$ cat src/rtl/scr_pkg.sv
// Constants shared by the card reader block and its concurrent checker.
// Assumes a 200 MHz block clock; the tick count and the 3.5 and 7.1 MHz divisors are derived from it here.
package scr_pkg;

    // ------------------------------------------------------------------
    // Clock and time base
    // ------------------------------------------------------------------
    localparam int CLK_PERIOD_PS  = 5000;
    localparam int TICK_TIME_NS   = 1000;
    localparam int TICK_CYCLES    = (TICK_TIME_NS * 1000) / CLK_PERIOD_PS;
    localparam int TICK_W         = 8;

    // ------------------------------------------------------------------
    // Card clock selection and divisors (in block clock cycles)
    // ------------------------------------------------------------------
    localparam logic [1:0] CLKSEL_STOP = 2'h0;
    localparam logic [1:0] CLKSEL_3M5  = 2'h1;
    localparam logic [1:0] CLKSEL_7M1  = 2'h2;
    localparam logic [1:0] CLKSEL_96M  = 2'h3;
    localparam int CLK_3M5_KHZ    = 3500;
    localparam int CLK_7M1_KHZ    = 7100;
    localparam int CLK_96M_KHZ    = 96000;
    localparam int REF_KHZ        = 1000000000 / CLK_PERIOD_PS;
    localparam int DIV_W          = 12;
    localparam logic [DIV_W-1:0] DIV_3M5 =
        DIV_W'((REF_KHZ + CLK_3M5_KHZ / 2) / CLK_3M5_KHZ);
    localparam logic [DIV_W-1:0] DIV_7M1 =
        DIV_W'((REF_KHZ + CLK_7M1_KHZ / 2) / CLK_7M1_KHZ);
    localparam logic [DIV_W-1:0] DIV_MIN = 12'h002;

    // ------------------------------------------------------------------
    // Sequencer timing
    // ------------------------------------------------------------------
    localparam int TIMER_W        = 16;
    localparam logic [TIMER_W-1:0] CLK_SETTLE_TICKS = 16'h0001;
    localparam int SYNC_STAGES    = 3;

    // ------------------------------------------------------------------
    // Reset values
    // ------------------------------------------------------------------
    localparam logic RST_POWER_N  = 1'b1;
    localparam logic RST_CARD_RST = 1'b0;
    localparam logic RST_SIN      = 1'b1;

    // ------------------------------------------------------------------
    // Sequencer states, Gray coded along activation then deactivation
    // ------------------------------------------------------------------
    typedef enum logic [2:0] {
        SCR_OFF       = 3'h0,
        SCR_CHARGE    = 3'h1,
        SCR_CLK_ON    = 3'h3,
        SCR_ACTIVE    = 3'h2,
        SCR_DEACT     = 3'h6,
        SCR_DISCHARGE = 3'h7
    } scr_state_e;

endpackage

$ cat src/rtl/scr_buf.sv
// Two-entry buffer with valid/ready on both sides.
// Assumes one clock; the drain may stall and the buffer fills honestly.
module scr_buf #(
    parameter int WIDTH = 1
) (
    // Clock and reset
    input  wire logic             ref_clk,
    input  wire logic             rst,
    // Fill side
    input  wire logic             in_valid,
    input  wire logic [WIDTH-1:0] in_data,
    output logic                  in_ready,
    // Drain side
    output logic                  out_valid,
    output logic      [WIDTH-1:0] out_data,
    input  wire logic             out_ready
);

    // ------------------------------------------------------------------
    // Storage
    // ------------------------------------------------------------------
    logic [WIDTH-1:0] mem_reg [2];
    logic [WIDTH-1:0] mem_next [2];
    logic             wr_reg, wr_next;
    logic             rd_reg, rd_next;
    logic [1:0]       cnt_reg, cnt_next;
    logic             push, pop;

    assign in_ready  = (cnt_reg != 2'h2);
    assign out_valid = (cnt_reg != 2'h0);
    assign out_data  = mem_reg[rd_reg];
    assign push      = in_valid && in_ready;
    assign pop       = out_valid && out_ready;

    // Next pointers and count; push and pop may share a cycle
    always_comb begin
        mem_next[0] = mem_reg[0];
        mem_next[1] = mem_reg[1];
        if (push) begin
            mem_next[wr_reg] = in_data;
        end
        wr_next  = push ? ~wr_reg : wr_reg;
        rd_next  = pop ? ~rd_reg : rd_reg;
        cnt_next = cnt_reg + 2'(push) - 2'(pop);
    end

    always_ff @(posedge ref_clk or posedge rst) begin
        if (rst) begin
            mem_reg[0] <= '0;
            mem_reg[1] <= '0;
            wr_reg     <= 1'b0;
            rd_reg     <= 1'b0;
            cnt_reg    <= 2'h0;
        end else begin
            mem_reg    <= mem_next;
            wr_reg     <= wr_next;
            rd_reg     <= rd_next;
            cnt_reg    <= cnt_next;
        end
    end

endmodule

$ cat src/rtl/scr_top.sv
// Card reader block: reuses one of two UARTs' modem lines to run an
// ISO 7816 card socket, makes the card clock and sequences power.
// Assumes both UARTs run on ref_clk; card pins are asynchronous.
//
// Operation
// - Serial port 1 or 2 selectable for card mode
// - Divider clocks gated off while interface inactive
// - DTR# powers switch, RTS# resets, DCD# detects
// - Card presence change reflected on DCD#
// - Programmable charge/discharge time, automatic ordering
// - Card signals enabled only after charge time
// - Deactivate signals, release power, then discharge wait
// - Removal or DTR# deassert starts deactivation
// - Card clock duty between 45 and 55 percent
// - Default rate card clock over 372, 1-5 MHz
// - Clock select: stop, 3.5, 7.1, 96/divisor
// - Receive mode, clock first, then data enabled
// - Card reset is inverse of RTS#
// - Hardware enforces ordering despite sloppy driver timing
// - Only asynchronous character transfer supported
// - Card I/O half-duplex, no transmit/receive overlap; receive still takes the last 4 cycles of own transmit
module scr_top (
    // Clock and reset
    input  wire logic        ref_clk,
    input  wire logic        rst,
    // Mode and configuration
    input  wire logic        card_mode_en,
    input  wire logic        port_select,
    input  wire logic [1:0]  card_clock_select,
    input  wire logic [7:0]  high_clock_divisor,
    input  wire logic [15:0] charge_time,
    input  wire logic [15:0] discharge_time,
    // UART modem and serial lines, one pair per port
    input  wire logic [1:0]  uart_sout,
    input  wire logic [1:0]  uart_dtr_n,
    input  wire logic [1:0]  uart_rts_n,
    output logic      [1:0]  uart_dcd_n,
    output logic      [1:0]  uart_sin,
    input  wire logic        uart_rx_ready,
    // Card socket
    input  wire logic        card_present_n,
    output logic             card_power_switch_n,
    output logic             card_reset,
    output logic             card_clock,
    input  wire logic        card_io_in,
    output logic             card_io_out,
    output logic             card_io_oe,
    // Status
    output logic             card_active,
    output logic             clocks_running
);

    // ------------------------------------------------------------------
    // Pin synchronisers
    // ------------------------------------------------------------------
    localparam int SYNC_W = scr_pkg::SYNC_STAGES;
    logic [SYNC_W-1:0] pres_sync_reg, io_sync_reg;
    logic pres_f_reg, pres_f_next;
    logic io_f_reg, io_f_next;

    // A level counts only once stages two and three agree
    always_comb begin
        pres_f_next = pres_f_reg;
        io_f_next   = io_f_reg;
        if (pres_sync_reg[1] == pres_sync_reg[2]) begin
            pres_f_next = pres_sync_reg[2];
        end
        if (io_sync_reg[1] == io_sync_reg[2]) begin
            io_f_next = io_sync_reg[2];
        end
    end

    always_ff @(posedge ref_clk or posedge rst) begin
        if (rst) begin
            pres_sync_reg <= '1;
            io_sync_reg   <= '1;
            pres_f_reg    <= 1'b1;
            io_f_reg      <= 1'b1;
        end else begin
            pres_sync_reg <= {pres_sync_reg[SYNC_W-2:0], card_present_n};
            io_sync_reg   <= {io_sync_reg[SYNC_W-2:0], card_io_in};
            pres_f_reg    <= pres_f_next;
            io_f_reg      <= io_f_next;
        end
    end

    // ------------------------------------------------------------------
    // Port selection
    // ------------------------------------------------------------------
    logic sel_dtr_n, sel_rts_n, sel_sout;
    logic card_in, power_req;

    assign sel_dtr_n = uart_dtr_n[port_select];
    assign sel_rts_n = uart_rts_n[port_select];
    assign sel_sout  = uart_sout[port_select];
    assign card_in   = ~pres_f_reg;
    assign power_req = card_mode_en && !sel_dtr_n && card_in;

    // ------------------------------------------------------------------
    // Sequencer
    // ------------------------------------------------------------------
    scr_pkg::scr_state_e state_reg, state_next;
    logic [scr_pkg::TIMER_W-1:0] timer_reg, timer_next;
    logic [scr_pkg::TICK_W-1:0]  tick_reg, tick_next;
    logic tick;
    logic power_n_reg, power_n_next;
    logic reset_reg, reset_next;
    logic clk_en, io_en;

    assign tick = (tick_reg == scr_pkg::TICK_W'(scr_pkg::TICK_CYCLES - 1));

    // Timer counts microsecond ticks of the block clock
    always_comb begin
        state_next   = state_reg;
        timer_next   = timer_reg;
        power_n_next = power_n_reg;
        reset_next   = reset_reg;
        tick_next    = (state_reg == scr_pkg::SCR_OFF || tick) ?
                       '0 : tick_reg + 1'b1;
        if (tick && timer_reg != '0) begin
            timer_next = timer_reg - 1'b1;
        end
        case (state_reg)
            scr_pkg::SCR_OFF: begin
                power_n_next = 1'b1;
                reset_next   = 1'b0;
                if (power_req) begin
                    state_next   = scr_pkg::SCR_CHARGE;
                    power_n_next = 1'b0;
                    timer_next   = charge_time;
                end
            end
            scr_pkg::SCR_CHARGE: begin
                if (!power_req) begin
                    state_next = scr_pkg::SCR_DEACT;
                end else if (timer_reg == '0) begin
                    state_next = scr_pkg::SCR_CLK_ON;
                    timer_next = scr_pkg::CLK_SETTLE_TICKS;
                end
            end
            scr_pkg::SCR_CLK_ON: begin
                // Reset held low while clock starts, whatever RTS# says
                reset_next = 1'b0;
                if (!power_req) begin
                    state_next = scr_pkg::SCR_DEACT;
                end else if (timer_reg == '0) begin
                    state_next = scr_pkg::SCR_ACTIVE;
                end
            end
            scr_pkg::SCR_ACTIVE: begin
                reset_next = ~sel_rts_n;
                if (!power_req) begin
                    state_next = scr_pkg::SCR_DEACT;
                    reset_next = 1'b0;
                end
            end
            scr_pkg::SCR_DEACT: begin
                // Signals already off; now release the power switch
                reset_next   = 1'b0;
                power_n_next = 1'b1;
                // Fresh tick phase so the full discharge span is kept
                tick_next    = '0;
                timer_next   = discharge_time;
                state_next   = scr_pkg::SCR_DISCHARGE;
            end
            scr_pkg::SCR_DISCHARGE: begin
                if (timer_reg == '0) begin
                    state_next = scr_pkg::SCR_OFF;
                end
            end
            default: begin
                state_next   = scr_pkg::SCR_OFF;
                power_n_next = 1'b1;
                reset_next   = 1'b0;
            end
        endcase
    end

    always_ff @(posedge ref_clk or posedge rst) begin
        if (rst) begin
            state_reg   <= scr_pkg::SCR_OFF;
            timer_reg   <= '0;
            tick_reg    <= '0;
            power_n_reg <= scr_pkg::RST_POWER_N;
            reset_reg   <= scr_pkg::RST_CARD_RST;
        end else begin
            state_reg   <= state_next;
            timer_reg   <= timer_next;
            tick_reg    <= tick_next;
            power_n_reg <= power_n_next;
            reset_reg   <= reset_next;
        end
    end

    // Dropping the request stops clock and I/O before the supply goes
    assign clk_en = power_req && ((state_reg == scr_pkg::SCR_CLK_ON) ||
                    (state_reg == scr_pkg::SCR_ACTIVE));
    assign io_en  = power_req && (state_reg == scr_pkg::SCR_ACTIVE);

    // ------------------------------------------------------------------
    // Card clock divider
    // ------------------------------------------------------------------
    logic [scr_pkg::DIV_W-1:0] div_sel, div_cnt_reg, div_cnt_next;
    logic [scr_pkg::DIV_W+4:0] div_hi_calc;
    logic cclk_reg, cclk_next;
    logic run;

    // 96 MHz over divisor, rescaled to block clock cycles
    assign div_hi_calc = ((17'(high_clock_divisor) * 17'h19) + 17'h6) /
                         17'hc;

    always_comb begin
        case (card_clock_select)
            scr_pkg::CLKSEL_3M5: div_sel = scr_pkg::DIV_3M5;
            scr_pkg::CLKSEL_7M1: div_sel = scr_pkg::DIV_7M1;
            scr_pkg::CLKSEL_96M: begin
                div_sel = div_hi_calc[scr_pkg::DIV_W-1:0];
                if (div_sel < scr_pkg::DIV_MIN) begin
                    div_sel = scr_pkg::DIV_MIN;
                end
            end
            default: div_sel = '0;
        endcase
    end

    // Counter cleared when stopped, which gates the divider's toggling
    assign run = clk_en && (card_clock_select != scr_pkg::CLKSEL_STOP);

    // High for half the period rounded down: odd divisors stay near 50%
    always_comb begin
        div_cnt_next = '0;
        cclk_next    = 1'b0;
        if (run) begin
            div_cnt_next = (div_cnt_reg >= div_sel - 1'b1) ?
                           '0 : div_cnt_reg + 1'b1;
            cclk_next    = (div_cnt_next < (div_sel >> 1));
        end
    end

    always_ff @(posedge ref_clk or posedge rst) begin
        if (rst) begin
            div_cnt_reg <= '0;
            cclk_reg    <= 1'b0;
        end else begin
            div_cnt_reg <= div_cnt_next;
            cclk_reg    <= cclk_next;
        end
    end

    // ------------------------------------------------------------------
    // Card I/O path, half-duplex
    // ------------------------------------------------------------------
    logic io_oe_next, io_oe_reg;
    logic rx_valid, rx_data, buf_in_ready;
    logic sin_reg, sin_next;
    logic [1:0] dcd_reg, dcd_next;

    // Open-drain: pull low only while transmitting a zero
    assign io_oe_next = io_en && !sel_sout;

    // Own transmission is masked until one cycle after it ends; its last 4 cycles still echo through the synchroniser
    assign rx_valid = io_en && sel_sout && !io_oe_reg;
    assign rx_data  = io_f_reg;

    logic buf_out_valid, buf_out_data;

    scr_buf #(
        .WIDTH (1)
    ) u_rx_buf (
        .ref_clk   (ref_clk),
        .rst       (rst),
        .in_valid  (rx_valid),
        .in_data   (rx_data),
        .in_ready  (buf_in_ready),
        .out_valid (buf_out_valid),
        .out_data  (buf_out_data),
        .out_ready (uart_rx_ready)
    );

    // Receiver sees idle high until data transfer is enabled
    always_comb begin
        sin_next = sin_reg;
        if (!io_en) begin
            sin_next = 1'b1;
        end else if (buf_out_valid && uart_rx_ready) begin
            sin_next = buf_out_data;
        end
        dcd_next = 2'h3;
        dcd_next[port_select] = card_mode_en ? pres_f_reg : 1'b1;
    end

    always_ff @(posedge ref_clk or posedge rst) begin
        if (rst) begin
            io_oe_reg <= 1'b0;
            sin_reg   <= scr_pkg::RST_SIN;
            dcd_reg   <= 2'h3;
        end else begin
            io_oe_reg <= io_oe_next;
            sin_reg   <= sin_next;
            dcd_reg   <= dcd_next;
        end
    end

    // ------------------------------------------------------------------
    // Outputs, all straight from flip-flops except card_io_out, tied low
    // ------------------------------------------------------------------
    logic active_reg, running_reg, sin_out_reg_unused;
    logic [1:0] sin_vec_reg;

    always_ff @(posedge ref_clk or posedge rst) begin
        if (rst) begin
            active_reg  <= 1'b0;
            running_reg <= 1'b0;
            sin_vec_reg <= 2'h3;
        end else begin
            active_reg  <= io_en;
            running_reg <= run;
            sin_vec_reg <= port_select ? {sin_next, 1'b1} :
                                         {1'b1, sin_next};
        end
    end

    assign sin_out_reg_unused  = buf_in_ready;
    assign card_power_switch_n = power_n_reg;
    assign card_reset          = reset_reg;
    assign card_clock          = cclk_reg;
    assign card_io_out         = 1'b0;
    assign card_io_oe          = io_oe_reg;
    assign uart_dcd_n          = dcd_reg;
    assign uart_sin            = sin_vec_reg;
    assign card_active         = active_reg;
    assign clocks_running      = running_reg;

endmodule

$ cat config.mk
export PLATFORM = sky130hd
export DESIGN_NAME = scr_top
export DESIGN_NICKNAME = d
export VERILOG_FILES = /design/src/rtl/scr_pkg.sv /design/src/rtl/scr_buf.sv /design/src/rtl/scr_top.sv
export SDC_FILE = /design/constraint.sdc
export NUM_CORES = 1
export LEC_CHECK = 0
export ABC_AREA = 1
export BUFFER_PORTS_ARGS = -buffer_cell sky130_fd_sc_hd__buf_2
export CAP_MARGIN = 20
export CORE_AREA = 2 2 114 116
export CTS_CLUSTER_SIZE = 20
export DETAILED_ROUTE_END_ITERATION = 6
export DIE_AREA = 0 0 116 118
export SYNTH_ARGS = -nofsm -noshare
export SYNTH_HDL_FRONTEND = slang
export SYNTH_HIERARCHICAL = 1
export SYNTH_SLANG_ARGS = --single-unit
$ cat constraint.sdc
create_clock -name ref_clk -period 3.1 [get_ports ref_clk]
set_input_delay 0.155 -clock ref_clk [delete_from_list [all_inputs] [get_ports ref_clk]]
set_output_delay 0.155 -clock ref_clk [all_outputs]
set_load 0.02 [all_outputs]
==> impl_summary.txt <==
----------------------------------------------------
[Detailed routing]
  Total via count after detailed routing ... about 5,400
  Routed wire length ... 13,600 um
  Routed length per placed instance ... 12.4 um
  Antenna-violating nets left ... 0
  Number of vias per cell after detailed routing ... ~5
  Post-route DRC ... 0
  Initial DRC count ... 220
  Number of iterations in the first detailed-routing pass ... 4

[Clock network]
  Num Clock Sinks ... between 60 and 70
  Cell at the root of the clock tree ... sky130_fd_sc_hd__clkbuf_16
  Clock tree from TritonCTS ... done
  Clock-pin slew on the worst setup and hold paths ... 60 ps
  Source-to-sink clock delay at the later pin of the worst-skew pair ... around 330 ps
  Maximum level of the CTS H-tree ... 3
  Buffer levels on the longest clock path ... 2
  Total clock buffers created by CTS ... 9

[Timing]
  Worst Clk Skew ... 7.23 ps
  Unrepaired setup endpoints after global routing ... true
  Final setup violation count ... 13
  Worst-case headroom to the max-slew limit ... just over 50%
  Final setup slack of the worst path ... -3870 ps
  Actual slew at the worst max-slew pin ... between 700 and 800 ps
  Highest achievable clock rate ... between 100 and 150 MHz
  Post-route minimum period ... about 7000 ps
  Final number of hold-violating endpoints ... 0
  Max-slew violation count ... 0
  Portion of the clock cycle consumed by the worst path in the final layout ... 225%

[Synthesis]
  Synthesized-area fraction occupied by and/or/nand/nor cells ... 28.8%
  Yosys warning count ... 6
  Sequential fraction of the synthesis area ... roughly 29%
  Cell type with the largest total area after synthesis ... sky130_fd_sc_hd__dfrtp_1
  Dominant combinational cell family by area after synthesis ... simple AND/OR/NAND/NOR gates
  Ys flop type ... sky130_fd_sc_hd__dfrtp_1
  Count of different cell masters after synthesis ... 46
  Synthesized instance count ... 739
  Area fraction of the dominant cell type after synthesis ... roughly 23%
  Top cells by area in the synthesized netlist ... sky130_fd_sc_hd__dfrtp_1 23%, sky130_fd_sc_hd__ha_1 15%, sky130_fd_sc_hd__nand2_1 9.6%
  Adder-Cell Fraction of Synth Area ... between 10% and 20%
  Fraction of the mapped netlist area in compound gates ... between 10% and 20%
  Post-Synthesis Mean Instance Area ... roughly 7.4 um^2
  Total nets after synthesis ... between 800 and 900
  Parity-gate share of the synthesized area counting xor and xnor cells ... ~4.3%
  Post-synthesis register bit count ... 64
  Share of cell area taken by muxes after synthesis ... less than 1%
  Post-synth EDFFs ... 0
  Share of synthesized registers carrying an async set or reset ... 100%
  Mapped Area ... between 5000 and 6000 um^2

[Die]
  IO Count ... between 60 and 70
  Y dimension of the die ... approximately 120 um
  Site Rows ... 41
  Starting density of the core ... between 40 and 50%
  X dimension of the die ... between 100 and 150 um
  Area of the die ... between 10,000 and 15,000 um^2
  Area of the core ... between 10,000 and 15,000 um^2

[Layout]
  # nets final ... 1,043
  Count of fill cells added during filler insertion ... 1,107
  Fraction of layout instances using a drive strength above 1 ... 38.4%
  Count of non-filler cells in the finished layout ... between 1,000 and 1,500
  Largest register FFs ... 16
  Signed area change from the synthesized netlist to the final layout ... 43.2%
  Utilization of the core after routing ... a little under two thirds
  Total inserted antenna cells ... 0
  Final instance area ... between 7000 and 8000 um^2

[Setup path]
  Critical Path Most Common Cell ... sky130_fd_sc_hd__nand2_2
  Worst EP arrival ... about 7200 ps
  Type of the setup path with the least slack ... in2reg
  Critical path capture point type ... flip-flop
  Stage delay of the slowest cell on the critical path ... approximately 510 ps
  Top fanout value on the critical path ... 6
  Endpoint required time on the critical path ... ~3400 ps
  Startpoint kind of the worst setup timing path ... input port
  Slowest CP cell ... sky130_fd_sc_hd__fa_1

[Global route]
  GR Overflow Total ... 0
  Antenna violations before repair ... 0
  Number of global-route vias before repair ... ~5,400
  GRT Total Usage ... about a fifth
  Maximum number of pins on one net before global-route repair ... 22
  Global-route wire length before repair ... around 23,000 um

[Pwr]
  Leakage power summed over all cells ... 3.94 nW
  Cell area power density ... around 840 nW/um^2
  Power after layout ... between 0.006 and 0.007 W
  Peak supply drop ... between 400 and 500 uV

[Placement]
  Gp weighted congestion ... 0.881
  Buffers on Ports ... 64
  Post-placement setup slack ... -4210 ps
  Number of cells in the design after placement ... ~1,100
  Placed instance area ... between 6000 and 7000 um^2
  Detailed placer's ending HPWL ... 10,800 um

[Status]
  Status ... finished, violations left
  Violations in the final reports ... negative setup slack

[Run]
  # Max-Cap Violations ... 0

[Min path]
  Hold crit path type ... in2reg

----------------------------------------------------
## critical path, delay by kind of cell
kind / cells / cell delay (ps)
AO/OA/AOI/OAI: 13 / 1710
XOR/XNOR: 1 / 160
buffers and inverters: 12 / 840
adder cells (fa/ha/maj): 7 / 1970
AND/OR/NAND/NOR: 27 / 2390
## where the power goes
group | internal, W | switching, W
logic | 0.00202 | 0.00244
clock network | 0.000628 | 0.000382
registers | 0.00102 | 0.000153
total | 0.00367 | 0.00297
## through the flow
stage | TNS [ps] | hold slack (ps)
after floorplan | -37270 | -54.0
after global placement | -44130 | 97.7
after detailed placement | -46840 | 112
after CTS | -42140 | 3.33
after global routing | -49730 | 7.54
final | -43780 | 13.8
## path summary, 6_finish.rpt
path / startpoint / end / slack (ps) / cells past startpoint
min: port_select / uart_sin[1] / 10 / 2
min reg2reg: io_sync_reg[0] / io_sync_reg[1] / 350 / 0
min in group asynchronous: rst / u_rx_buf/cnt_reg[0] / 310 / 3
max: high_clock_divisor[4] / card_clock / -3870 / 60
max in group asynchronous: rst / pres_sync_reg[0] / 2000 / 4
max reg2reg: div_cnt_reg[0] / card_clock / 170 / 18
## synthesized netlist by cell type, drive strengths merged, types with 6 or more instances
library cell and count:
a21oi 26, a22oi 14, dfrtp 50, dfstp 14, ha 64, inv 129
nand2 158, nand3 48, nand3b 7, nand4 11, nor2 76, nor3 23
nor4 11, o21ai 40, xnor2 6, xor2 21
## per-layer routing
metal	vias to the layer above	GRT usage [%]	routed length, um
li1	2779	-	-
met1	2525	24.6	6010
met2	57	36.8	7120
met3	15	3.40	298
met4	0	5.21	181
met5	-	0	0
## kinds of logic (layout without fill, tap and decap cells)
group / count (synthesis) / in the layout
compound gates: 99 / 99
xor+xnor: 27 / 27
fa+ha+maj: 70 / 70
buf+inv: 137 / 323
flops: 64 / 64
mux: 2 / 2
other cells: 1 / 1
simple gates: 339 / 339
## area by class of cell
class / instances / area [um^2] / area share (%)
clock buffer: 9 / 225 / 2.86
clock inverter: 7 / 78.8 / 1.00
inverter: 130 / 500 / 6.36
multi-input combinational: 538 / 3990 / 50.6
sequential: 64 / 1620 / 20.6
tap: 172 / 215 / 2.73
timing repair buffer: 177 / 1250 / 15.8
## repair_timing
item                       4_1_cts  5_1_grt
hold endpoints to repair        27        0
buffers inserted                11        7
pin swaps                       20       43
hold buffers                     3        0
gates cloned                     0        0
gates resized for setup         46       58
setup endpoints to repair       13       13
## layout by cell type (no fill, tap or decap), types with 10 or more instances in the layout
master	instances
sky130_fd_sc_hd__nand2_1	117
sky130_fd_sc_hd__inv_1	110
sky130_fd_sc_hd__buf_4	102
sky130_fd_sc_hd__nor2_1	64
sky130_fd_sc_hd__buf_2	60
sky130_fd_sc_hd__dfrtp_1	50
sky130_fd_sc_hd__ha_1	47
sky130_fd_sc_hd__nand2_2	33
sky130_fd_sc_hd__nand3_1	25
sky130_fd_sc_hd__o21ai_0	25
sky130_fd_sc_hd__xor2_1	21
sky130_fd_sc_hd__nand3_2	19
sky130_fd_sc_hd__a21oi_1	17
sky130_fd_sc_hd__ha_4	17
sky130_fd_sc_hd__nor3_1	15
sky130_fd_sc_hd__inv_2	14
sky130_fd_sc_hd__a22oi_1	14
sky130_fd_sc_hd__dfstp_2	14
sky130_fd_sc_hd__nand4_1	10
(Power assumes the default switching activity.)
